==> src/fws_pkg.sv <==
package fws_pkg;
  // Software register map, word aligned byte addresses
  localparam logic [3:0] REG_CTRL = 4'h0;
  localparam logic [3:0] REG_ADDR = 4'h4;
  localparam logic [3:0] REG_DATA = 4'h8;
  localparam logic [3:0] REG_STAT = 4'hC;
  // Control field positions
  localparam int CTRL_GO = 0;
  localparam int CTRL_OP_LO = 1;
  localparam int CTRL_OP_HI = 3;
  // Status field positions
  localparam int ST_BUSY = 0;
  localparam int ST_DONE = 1;
  localparam int ST_FAIL = 2;
  localparam int ST_READY = 3;
  localparam int ST_SUSP = 4;
  localparam int ST_WIN = 5;
  // Data bit positions
  localparam int BIT_POLL = 7;
  localparam int BIT_ANY = 6;
  localparam int BIT_FAIL = 5;
  localparam int BIT_WIN = 3;
  localparam int BIT_SECT = 2;
  // Flash command codes
  localparam logic [7:0] CMD_RESET = 8'hF0;
  localparam logic [7:0] CMD_SUSPEND = 8'hB0;
  localparam logic [7:0] CMD_RESUME = 8'h30;
  localparam logic [7:0] CMD_UNLOCK1 = 8'hAA;
  localparam logic [7:0] CMD_UNLOCK2 = 8'h55;
  localparam logic [7:0] CMD_AUTOSEL = 8'h90;
  localparam logic [19:0] ADDR_UNLOCK1 = 20'h0_0555;
  localparam logic [19:0] ADDR_UNLOCK2 = 20'h0_02AA;
  // Bus strobe timing
  localparam int T_STROBE_NS = 100;
  localparam int CLK_NS = 20;
  localparam int STROBE_CYC = (T_STROBE_NS + CLK_NS - 1) / CLK_NS;
  typedef enum logic [2:0] {
    OP_READ = 3'b000,
    OP_WRITE = 3'b001,
    OP_POLL = 3'b010,
    OP_TOGGLE = 3'b011,
    OP_SUSPEND = 3'b100,
    OP_RESUME = 3'b101,
    OP_AUTOSEL = 3'b110,
    OP_RESET = 3'b111
  } fws_op_e;
endpackage

==> src/fws_cyc_if.sv <==
`timescale 1ns/1ps
interface fws_cyc_if;
  logic start;
  logic wr;
  logic [19:0] addr;
  logic [7:0] wdata;
  logic done;
  logic [7:0] rdata;
  modport ctl (output start, output wr, output addr, output wdata, input done, input rdata);
  modport eng (input start, input wr, input addr, input wdata, output done, output rdata);
endinterface

==> src/fws_bus_cycle.sv <==
`timescale 1ns/1ps
module fws_bus_cycle (
  input wire logic clk,
  input wire logic rst,
  fws_cyc_if.eng cyc,
  input wire logic [7:0] dq_in_sync,
  output logic ce_n,
  output logic oe_n,
  output logic we_n,
  output logic [19:0] addr,
  output logic [7:0] dq_out,
  output logic dq_oe_n
);
  localparam logic [3:0] STROBE_LAST = 4'(fws_pkg::STROBE_CYC + 2);
  logic [3:0] cnt;
  logic active;
  logic wr;

  ////////////////////////////////////////////////////////////////////
  // One strobe per cycle; sync delay covered by extra counts
  always_ff @(posedge clk) begin
    if (rst) begin
      active <= 1'b0;
      cnt <= 4'h0;
      wr <= 1'b0;
    end else if (!active && cyc.start) begin
      active <= 1'b1;
      cnt <= 4'h0;
      wr <= cyc.wr;
    end else if (active) begin
      cnt <= cnt + 4'h1;
      if (cnt == STROBE_LAST) begin
        active <= 1'b0;
      end
    end
  end

  always_ff @(posedge clk) begin
    if (rst) begin
      ce_n <= 1'b1;
      oe_n <= 1'b1;
      we_n <= 1'b1;
      addr <= 20'h0_0000;
      dq_out <= 8'h00;
      dq_oe_n <= 1'b1;
    end else if (!active && cyc.start) begin
      ce_n <= 1'b0;
      addr <= cyc.addr;
      dq_out <= cyc.wdata;
      dq_oe_n <= !cyc.wr;
      oe_n <= cyc.wr;
      we_n <= !cyc.wr;
    end else if (active && cnt == STROBE_LAST) begin
      ce_n <= 1'b1;
      oe_n <= 1'b1;
      we_n <= 1'b1;
      dq_oe_n <= 1'b1;
    end
  end

  // Each read is one full chip select and output enable pulse
  always_ff @(posedge clk) begin
    if (rst) begin
      cyc.done <= 1'b0;
      cyc.rdata <= 8'h00;
    end else begin
      cyc.done <= active && cnt == STROBE_LAST;
      if (active && cnt == STROBE_LAST && !wr) begin
        cyc.rdata <= dq_in_sync;
      end
    end
  end
endmodule

==> src/fws_ctrl.sv <==
`timescale 1ns/1ps
module fws_ctrl (
  input wire logic CLK_SYS,
  input wire logic SYS_RST,
  input wire logic [3:0] AVS_ADDRESS,
  input wire logic AVS_READ,
  input wire logic AVS_WRITE,
  input wire logic [31:0] AVS_WRITEDATA,
  output logic [31:0] AVS_READDATA,
  output logic AVS_WAITREQUEST,
  output logic FL_CE_N,
  output logic FL_OE_N,
  output logic FL_WE_N,
  output logic [19:0] FL_ADDR,
  input wire logic [7:0] FL_DQ_IN,
  output logic [7:0] FL_DQ_OUT,
  output logic FL_DQ_OE_N,
  input wire logic FL_DONE_LINE_N
);
  typedef enum logic [3:0] {
    S_IDLE = 4'b0000,
    S_CMD = 4'b0001,
    S_RD1 = 4'b0010,
    S_RD2 = 4'b0011,
    S_CHK = 4'b0100,
    S_RD3 = 4'b0101,
    S_RECHK = 4'b0110,
    S_FIN = 4'b0111,
    S_WAIT = 4'b1000
  } fws_state_e;

  fws_state_e state;
  fws_cyc_if cyc ();
  logic [3:0] op;
  logic [19:0] reg_addr;
  logic [7:0] reg_data;
  logic [7:0] last_rd;
  logic [7:0] first_rd;
  logic [2:0] seq_idx;
  logic [2:0] seq_len;
  logic busy, done_f, fail_f, susp_f, win_f;
  logic [7:0] dq_m, dq_s;
  logic rb_m, rb_s;
  logic issued;

  ////////////////////////////////////////////////////////////////////
  // Two flop synchronisers for pins
  always_ff @(posedge CLK_SYS) begin
    if (SYS_RST) begin
      dq_m <= 8'h00;
      dq_s <= 8'h00;
      rb_m <= 1'b1;
      rb_s <= 1'b1;
    end else begin
      dq_m <= FL_DQ_IN;
      dq_s <= dq_m;
      rb_m <= FL_DONE_LINE_N;
      rb_s <= rb_m;
    end
  end

  fws_bus_cycle u_cyc (
    .clk(CLK_SYS),
    .rst(SYS_RST),
    .cyc(cyc.eng),
    .dq_in_sync(dq_s),
    .ce_n(FL_CE_N),
    .oe_n(FL_OE_N),
    .we_n(FL_WE_N),
    .addr(FL_ADDR),
    .dq_out(FL_DQ_OUT),
    .dq_oe_n(FL_DQ_OE_N)
  );

  ////////////////////////////////////////////////////////////////////
  // Command sequence steps: address and data of step i
  function automatic logic [27:0] seq_step(input logic [2:0] o, input logic [2:0] i,
                                           input logic [19:0] a, input logic [7:0] d);
    logic [27:0] r;
    r = {a, d};
    case (o)
      fws_pkg::OP_SUSPEND: r = {a, fws_pkg::CMD_SUSPEND};
      fws_pkg::OP_RESUME: r = {a, fws_pkg::CMD_RESUME};
      fws_pkg::OP_RESET: r = {a, fws_pkg::CMD_RESET};
      fws_pkg::OP_AUTOSEL: begin
        if (i == 3'd0) begin
          r = {fws_pkg::ADDR_UNLOCK1, fws_pkg::CMD_UNLOCK1};
        end else if (i == 3'd1) begin
          r = {fws_pkg::ADDR_UNLOCK2, fws_pkg::CMD_UNLOCK2};
        end else begin
          r = {fws_pkg::ADDR_UNLOCK1, fws_pkg::CMD_AUTOSEL};
        end
      end
      default: r = {a, d};
    endcase
    return r;
  endfunction

  function automatic logic [2:0] seq_count(input logic [2:0] o);
    return (o == fws_pkg::OP_AUTOSEL) ? 3'd3 : 3'd1;
  endfunction

  ////////////////////////////////////////////////////////////////////
  // Avalon slave, one wait cycle on every access
  logic acc_pend;
  always_ff @(posedge CLK_SYS) begin
    if (SYS_RST) begin
      acc_pend <= 1'b0;
    end else begin
      acc_pend <= (AVS_READ || AVS_WRITE) && !acc_pend;
    end
  end

  always_ff @(posedge CLK_SYS) begin
    if (SYS_RST) begin
      AVS_WAITREQUEST <= 1'b1;
    end else begin
      AVS_WAITREQUEST <= !((AVS_READ || AVS_WRITE) && !acc_pend);
    end
  end

  logic take_wr;
  assign take_wr = AVS_WRITE && acc_pend && !AVS_WAITREQUEST;

  always_ff @(posedge CLK_SYS) begin
    if (SYS_RST) begin
      reg_addr <= 20'h0_0000;
      reg_data <= 8'h00;
    end else if (take_wr && AVS_ADDRESS == fws_pkg::REG_ADDR) begin
      reg_addr <= AVS_WRITEDATA[19:0];
    end else if (take_wr && AVS_ADDRESS == fws_pkg::REG_DATA) begin
      reg_data <= AVS_WRITEDATA[7:0];
    end
  end

  always_ff @(posedge CLK_SYS) begin
    if (SYS_RST) begin
      AVS_READDATA <= 32'h0000_0000;
    end else begin
      case (AVS_ADDRESS)
        fws_pkg::REG_CTRL: AVS_READDATA <= {28'h000_0000, op};
        fws_pkg::REG_ADDR: AVS_READDATA <= {12'h000, reg_addr};
        fws_pkg::REG_DATA: AVS_READDATA <= {24'h00_0000, last_rd};
        fws_pkg::REG_STAT: AVS_READDATA <= {26'h000_0000, win_f, susp_f, rb_s, fail_f, done_f, busy};
        default: AVS_READDATA <= 32'h0000_0000;
      endcase
    end
  end

  ////////////////////////////////////////////////////////////////////
  // Operation sequencer
  logic go;
  assign go = take_wr && AVS_ADDRESS == fws_pkg::REG_CTRL && AVS_WRITEDATA[fws_pkg::CTRL_GO] && !busy;

  always_ff @(posedge CLK_SYS) begin
    if (SYS_RST) begin
      state <= S_IDLE;
      op <= 4'h0;
      busy <= 1'b0;
      done_f <= 1'b0;
      fail_f <= 1'b0;
      seq_idx <= 3'd0;
      seq_len <= 3'd0;
      issued <= 1'b0;
      last_rd <= 8'h00;
      first_rd <= 8'h00;
    end else begin
      issued <= 1'b0;
      case (state)
        S_IDLE: begin
          if (go) begin
            op <= {1'b0, AVS_WRITEDATA[fws_pkg::CTRL_OP_HI:fws_pkg::CTRL_OP_LO]};
            busy <= 1'b1;
            done_f <= 1'b0;
            fail_f <= 1'b0;
            seq_idx <= 3'd0;
            seq_len <= seq_count(AVS_WRITEDATA[fws_pkg::CTRL_OP_HI:fws_pkg::CTRL_OP_LO]);
            issued <= 1'b1;
            case (AVS_WRITEDATA[fws_pkg::CTRL_OP_HI:fws_pkg::CTRL_OP_LO])
              fws_pkg::OP_READ, fws_pkg::OP_POLL, fws_pkg::OP_TOGGLE: state <= S_RD1;
              default: state <= S_CMD;
            endcase
          end
        end
        S_CMD: begin
          if (cyc.done) begin
            if (seq_idx + 3'd1 == seq_len) begin
              state <= S_FIN;
            end else begin
              seq_idx <= seq_idx + 3'd1;
              issued <= 1'b1;
            end
          end
        end
        S_RD1: begin
          if (cyc.done) begin
            first_rd <= cyc.rdata;
            last_rd <= cyc.rdata;
            if (op[2:0] == fws_pkg::OP_READ) begin
              state <= S_FIN;
            end else if (op[2:0] == fws_pkg::OP_POLL) begin
              // expected bit seven is true data
              if (cyc.rdata[fws_pkg::BIT_POLL] == reg_data[fws_pkg::BIT_POLL]) begin
                state <= S_RD3;
                issued <= 1'b1;
              end else if (cyc.rdata[fws_pkg::BIT_FAIL]) begin
                state <= S_RD2;
                issued <= 1'b1;
              end else begin
                issued <= 1'b1;
              end
            end else begin
              state <= S_RD2;
              issued <= 1'b1;
            end
          end
        end
        S_RD2: begin
          if (cyc.done) begin
            last_rd <= cyc.rdata;
            if (op[2:0] == fws_pkg::OP_POLL) begin
              // Recheck after fail bit seen
              fail_f <= cyc.rdata[fws_pkg::BIT_POLL] != reg_data[fws_pkg::BIT_POLL];
              state <= S_FIN;
            end else if (cyc.rdata[fws_pkg::BIT_ANY] == first_rd[fws_pkg::BIT_ANY]) begin
              state <= S_RD3;
              issued <= 1'b1;
            end else if (cyc.rdata[fws_pkg::BIT_FAIL]) begin
              first_rd <= cyc.rdata;
              state <= S_RECHK;
              issued <= 1'b1;
            end else begin
              first_rd <= cyc.rdata;
              issued <= 1'b1;
            end
          end
        end
        S_RECHK: begin
          if (cyc.done) begin
            last_rd <= cyc.rdata;
            fail_f <= cyc.rdata[fws_pkg::BIT_ANY] != first_rd[fws_pkg::BIT_ANY];
            state <= S_FIN;
          end
        end
        S_RD3: begin
          if (cyc.done) begin
            last_rd <= cyc.rdata;
            state <= S_FIN;
          end
        end
        S_FIN: begin
          busy <= 1'b0;
          done_f <= 1'b1;
          state <= S_IDLE;
        end
        default: state <= S_IDLE;
      endcase
    end
  end

  ////////////////////////////////////////////////////////////////////
  // Suspend and erase window tracking for status
  always_ff @(posedge CLK_SYS) begin
    if (SYS_RST) begin
      susp_f <= 1'b0;
      win_f <= 1'b0;
    end else begin
      if (state == S_FIN && op[2:0] == fws_pkg::OP_SUSPEND) begin
        susp_f <= 1'b1;
      end else if (state == S_FIN && (op[2:0] == fws_pkg::OP_RESUME || op[2:0] == fws_pkg::OP_RESET)) begin
        susp_f <= 1'b0;
      end
      if (state == S_RD1 && cyc.done) begin
        win_f <= cyc.rdata[fws_pkg::BIT_WIN];
      end
    end
  end

  ////////////////////////////////////////////////////////////////////
  // Cycle requests
  logic [27:0] step;
  assign step = seq_step(op[2:0], seq_idx, reg_addr, reg_data);
  assign cyc.start = issued;
  assign cyc.wr = (state == S_CMD);
  assign cyc.addr = (state == S_CMD) ? step[27:8] : reg_addr;
  assign cyc.wdata = (state == S_CMD) ? step[7:0] : 8'h00;
endmodule

==> config.mk <==
export PLATFORM = sky130hd
export DESIGN_NAME = fws_ctrl
export DESIGN_NICKNAME = d
export VERILOG_FILES = /design/src/fws_pkg.sv /design/src/fws_cyc_if.sv /design/src/fws_bus_cycle.sv /design/src/fws_ctrl.sv
export SDC_FILE = /design/constraint.sdc
export NUM_CORES = 1
export LEC_CHECK = 0
export BUFFER_PORTS_ARGS = -buffer_cell sky130_fd_sc_hd__buf_2
export CORE_MARGIN = 5
export CORE_UTILIZATION = 55
export CTS_CLUSTER_DIAMETER = 80
export CTS_CLUSTER_SIZE = 10
export DETAILED_ROUTE_END_ITERATION = 10
export GPL_ROUTABILITY_DRIVEN = 0
export MAX_ROUTING_LAYER = met4
export PLACE_DENSITY = 0.88
export SYNTH_ARGS = -nofsm -noshare
export SYNTH_HDL_FRONTEND = slang
export SYNTH_SLANG_ARGS = --single-unit
==> constraint.sdc <==
create_clock -name CLK_SYS -period 4.2 [get_ports CLK_SYS]
set_input_delay 1.26 -clock CLK_SYS [delete_from_list [all_inputs] [get_ports CLK_SYS]]
set_output_delay 1.26 -clock CLK_SYS [all_outputs]
set_load 0.02 [all_outputs]
==> metrics.md <==
| Metric | Value |
|---|---|
| Status | `finished clean` |
| Power density over the cells | `477 mW/mm2` |
| CTS Hold Bufs | `0` |
| Final worst slack | `1.57 ns` |
| Synth Cell Area | `0.00543 mm2` |
| Clk sinks | `140` |
| Critical path peak fanout | `16` |
| Leakage | `2.70 nW` |
| Fillers | `716` |
| Avg Cell Area, Syn | `9.08 um2` |
| CTS resizes | `0` |
| Clk buf depth | `2` |
| R2R depth | `4` |
| CP delay by family, top | `simple AND/OR/NAND/NOR gates` |
| Worst-path cell chain | `buf_2 > or4b_4 > nor4_4 > nand2_2 > or3_1 > a21oi_1` |
| WL per Instance | `15.8 um` |
| First-pass GRT wire length | `20.4 mm` |
| DR vias | `4519` |
| Critical path depth in cells | `6` |
| Sequential cell area | `0.00280 mm2` |
| Number of core rows | `36` |
| Crit path max-delay cell type | `or4b_4` |
| TNS Setup | `0 ns` |
| Top Ports | `114` |
| Endpoints failing hold | `0` |
| Placed cell area | `0.00588 mm2` |
| Synth Register Bits | `140` |
| Largest net degree at the start of global routing | `82` |
| Layout cells sized above 1 | `20.4%` |
| CTS root buf | `clkbuf_8` |
| Overall power | `3.10 mW` |
| Crit end category | `flop` |
| Synth-to-Final Area Change | `19.7%` |
| Max incr delay on CP | `0.52 ns` |
| Worst path required time | `4.65 ns` |
| Async SR Flop Fraction | `0%` |
| Total gr overflow | `0` |
| Worst path bufs/invs | `1` |
| Place WS | `1.05 ns` |
| Maximum VDD drop | `0.281 mV` |
| Clk pin slew, worst setup/hold paths | `0.06 ns` |
| ANT cells | `0` |
| F_max | `380 MHz` |
| Post-synth EDFFs | `0` |
| Worst-Margin Slew | `0.942 ns` |
| TritonCTS Buffers | `17` |
| H-tree levels | `4` |
| DP Wirelength | `8.74 mm` |
| Crit path DAT | `3.08 ns` |
| Die X | `109 um` |
| Yosys Warn Count | `0` |
| Pins Over Slew Limit | `0` |
| Clock Skew | `0.00860 ns` |
| Register area share after synthesis | `51.6%` |
| Post-synthesis cell count | `598` |
| Multi-input combinational cell area | `0.00239 mm2` |
| WL final | `12.9 mm` |
| Starting Density | `56.1%` |
| Via density | `5.52` |
| Total GRT Usage | `22.6%` |
| Worst hold stages | `1` |
| # setup viols final | `0` |
| Drt pass-1 iters | `5` |
| Post-CTS Setup Inserts | `0` |
| CTS tree | `built` |
| Initial antenna violation count | `0` |
| Vias in the first global route | `4307` |
| Max cap viols | `0` |
| Ys flop type | `dfxtp_1` |
| Minimum clock period | `2.63 ns` |
| Port buffer count | `89` |
| Nets | `726` |
| Ratio of final minimum period to clock period | `62.6%` |
| Violation count after the first detailed-route iteration | `353` |
| DRC | `0` |
| Worst hold margin | `0.412 ns` |
| Core Area | `0.00968 mm2` |
| Die Y | `109 um` |
| RSZ-0062 raised after global routing | `false` |
| Min-Delay Path Class | `flop to flop` |
| Yosys cell types | `49` |
| CP Class | `primary input to flop` |
| Die area | `0.0120 mm2` |
| Post-route ant nets | `0` |
| Post-route design area | `0.00650 mm2` |
| Slew margin rel. | `37.1%` |
| Worst-Skew Late Latency | `0.53 ns` |
| Crit path launch type | `primary input` |
## per-layer routing
layer	routed length (um)	up-vias	GRT usage [%]	part of all wire, %
met5	0	-	-	0
met2	6350	203	37.9	49
met1	5090	2120	25.2	39
li1	-	2159	-	-
met3	1090	37	6.22	8.5
met4	376	0	10.1	2.9
## per-stage QoR
step,std cells,utilization (%)
finish,819,67.1
global route,819,67.1
CTS,819,67.1
detailed placement,787,60.7
global placement,787,60.7
floorplan,609,-
## path summary, 6_finish.rpt
path	start	end	slack (ns)
hold reg to reg	rb_m	rb_s	0.41
hold / removal	rb_m	rb_s	0.41
setup / recovery	AVS_ADDRESS[2]	seq_len[1]	1.57
setup reg to reg	state[0]	u_cyc.addr[15]	1.63
## cell families after synthesis
group | Yosys count | synth area share (%)
AND/OR/NAND/NOR | 225 | 20.2
flip-flops | 140 | 51.6
AO/OA/AOI/OAI | 127 | 14.4
buffers and inverters | 58 | 5.02
multiplexers | 34 | 6.36
XOR/XNOR | 9 | 1.45
adder cells (fa/ha/maj) | 4 | 0.922
other | 1 | 0.0691
## power by group
group / switching, mW / internal [mW] / total [mW]
Combinational: 0.103 / 0.0650 / 0.168
Sequential: 0.0449 / 1.35 / 1.39
Clock: 0.560 / 0.980 / 1.54
## state kept, by name, indices dropped and copies added, names as in the netlist, 2 cells and up
name	count
u_cyc.dq_out	8
AVS_READDATA	20
dq_s	8
dq_m	8
seq_len	2
state	3
last_rd	8
u_cyc.cnt	4
u_cyc.addr	20
u_cyc.cyc.rdata	8
op	3
reg_data	8
reg_addr	20
seq_idx	3
## worst reg2reg max path, stage by stage, from the launching register on
cell	delay (ns)
dfxtp_1	0.82
and2_1	0.47
nand3_1	0.45
and3_1	0.49
a22o_1	0.23
## placed cells by master (no fill, tap or decap), drive strengths merged, types with 5 or more instances in the layout
cell type / Yosys / final
clkbuf: 30 / 18
dfxtp: 140 / 140
o21ai: 26 / 26
nor2: 56 / 56
nor2b: 30 / 30
a211oi: 5 / 5
inv: 9 / 11
a21oi: 52 / 52
a22o: 15 / 15
nand2: 81 / 81
or2: 5 / 5
nand3: 11 / 11
mux2i: 30 / 30
and2: 15 / 15
clkinv: 1 / 5
buf: 18 / 93
xnor2: 5 / 5
a22oi: 5 / 5
conb: 1 / 12
a31oi: 5 / 5
## final cells by class
type                            instances  share of cell area [%]
Clock inverter                         14                    2.95
Clock buffer                           18                    6.59
Tap cell                              133                    2.56
Inverter                               10                   0.578
Sequential cell                       140                    43.1
Multi-Input combinational cell        411                    36.9
Timing Repair Buffer                   93                    7.32
## cell usage after synthesis, types with 2 or more instances
cell type | number | area share, %
nand2_1 | 80 | 5.5
a31oi_1 | 5 | 0.58
inv_1 | 9 | 0.62
mux2_2 | 4 | 0.83
a211oi_1 | 5 | 0.69
mux2i_1 | 30 | 5.5
and2_1 | 15 | 1.7
nand2b_1 | 3 | 0.35
xnor2_1 | 5 | 0.81
dfxtp_1 | 140 | 52
a221oi_1 | 4 | 0.65
o21ai_0 | 26 | 2.4
nor3b_1 | 3 | 0.41
or2_2 | 5 | 0.58
o21a_1 | 2 | 0.28
and3_1 | 4 | 0.46
nand4_1 | 3 | 0.35
a21oi_1 | 52 | 4.8
nand4b_1 | 2 | 0.32
xor2_1 | 4 | 0.65
buf_2 | 5 | 0.46
nor2b_1 | 30 | 3.5
buf_4 | 13 | 1.8
ha_1 | 4 | 0.92
nand3_1 | 11 | 1.0
a22o_1 | 15 | 2.4
nor3_1 | 4 | 0.37
a22oi_1 | 5 | 0.69
clkbuf_1 | 30 | 2.1
a21o_1 | 2 | 0.28
or3_1 | 2 | 0.23
o211ai_1 | 4 | 0.55
or3b_1 | 2 | 0.32
nor2_1 | 55 | 3.8
(Power assumes the default switching activity.)
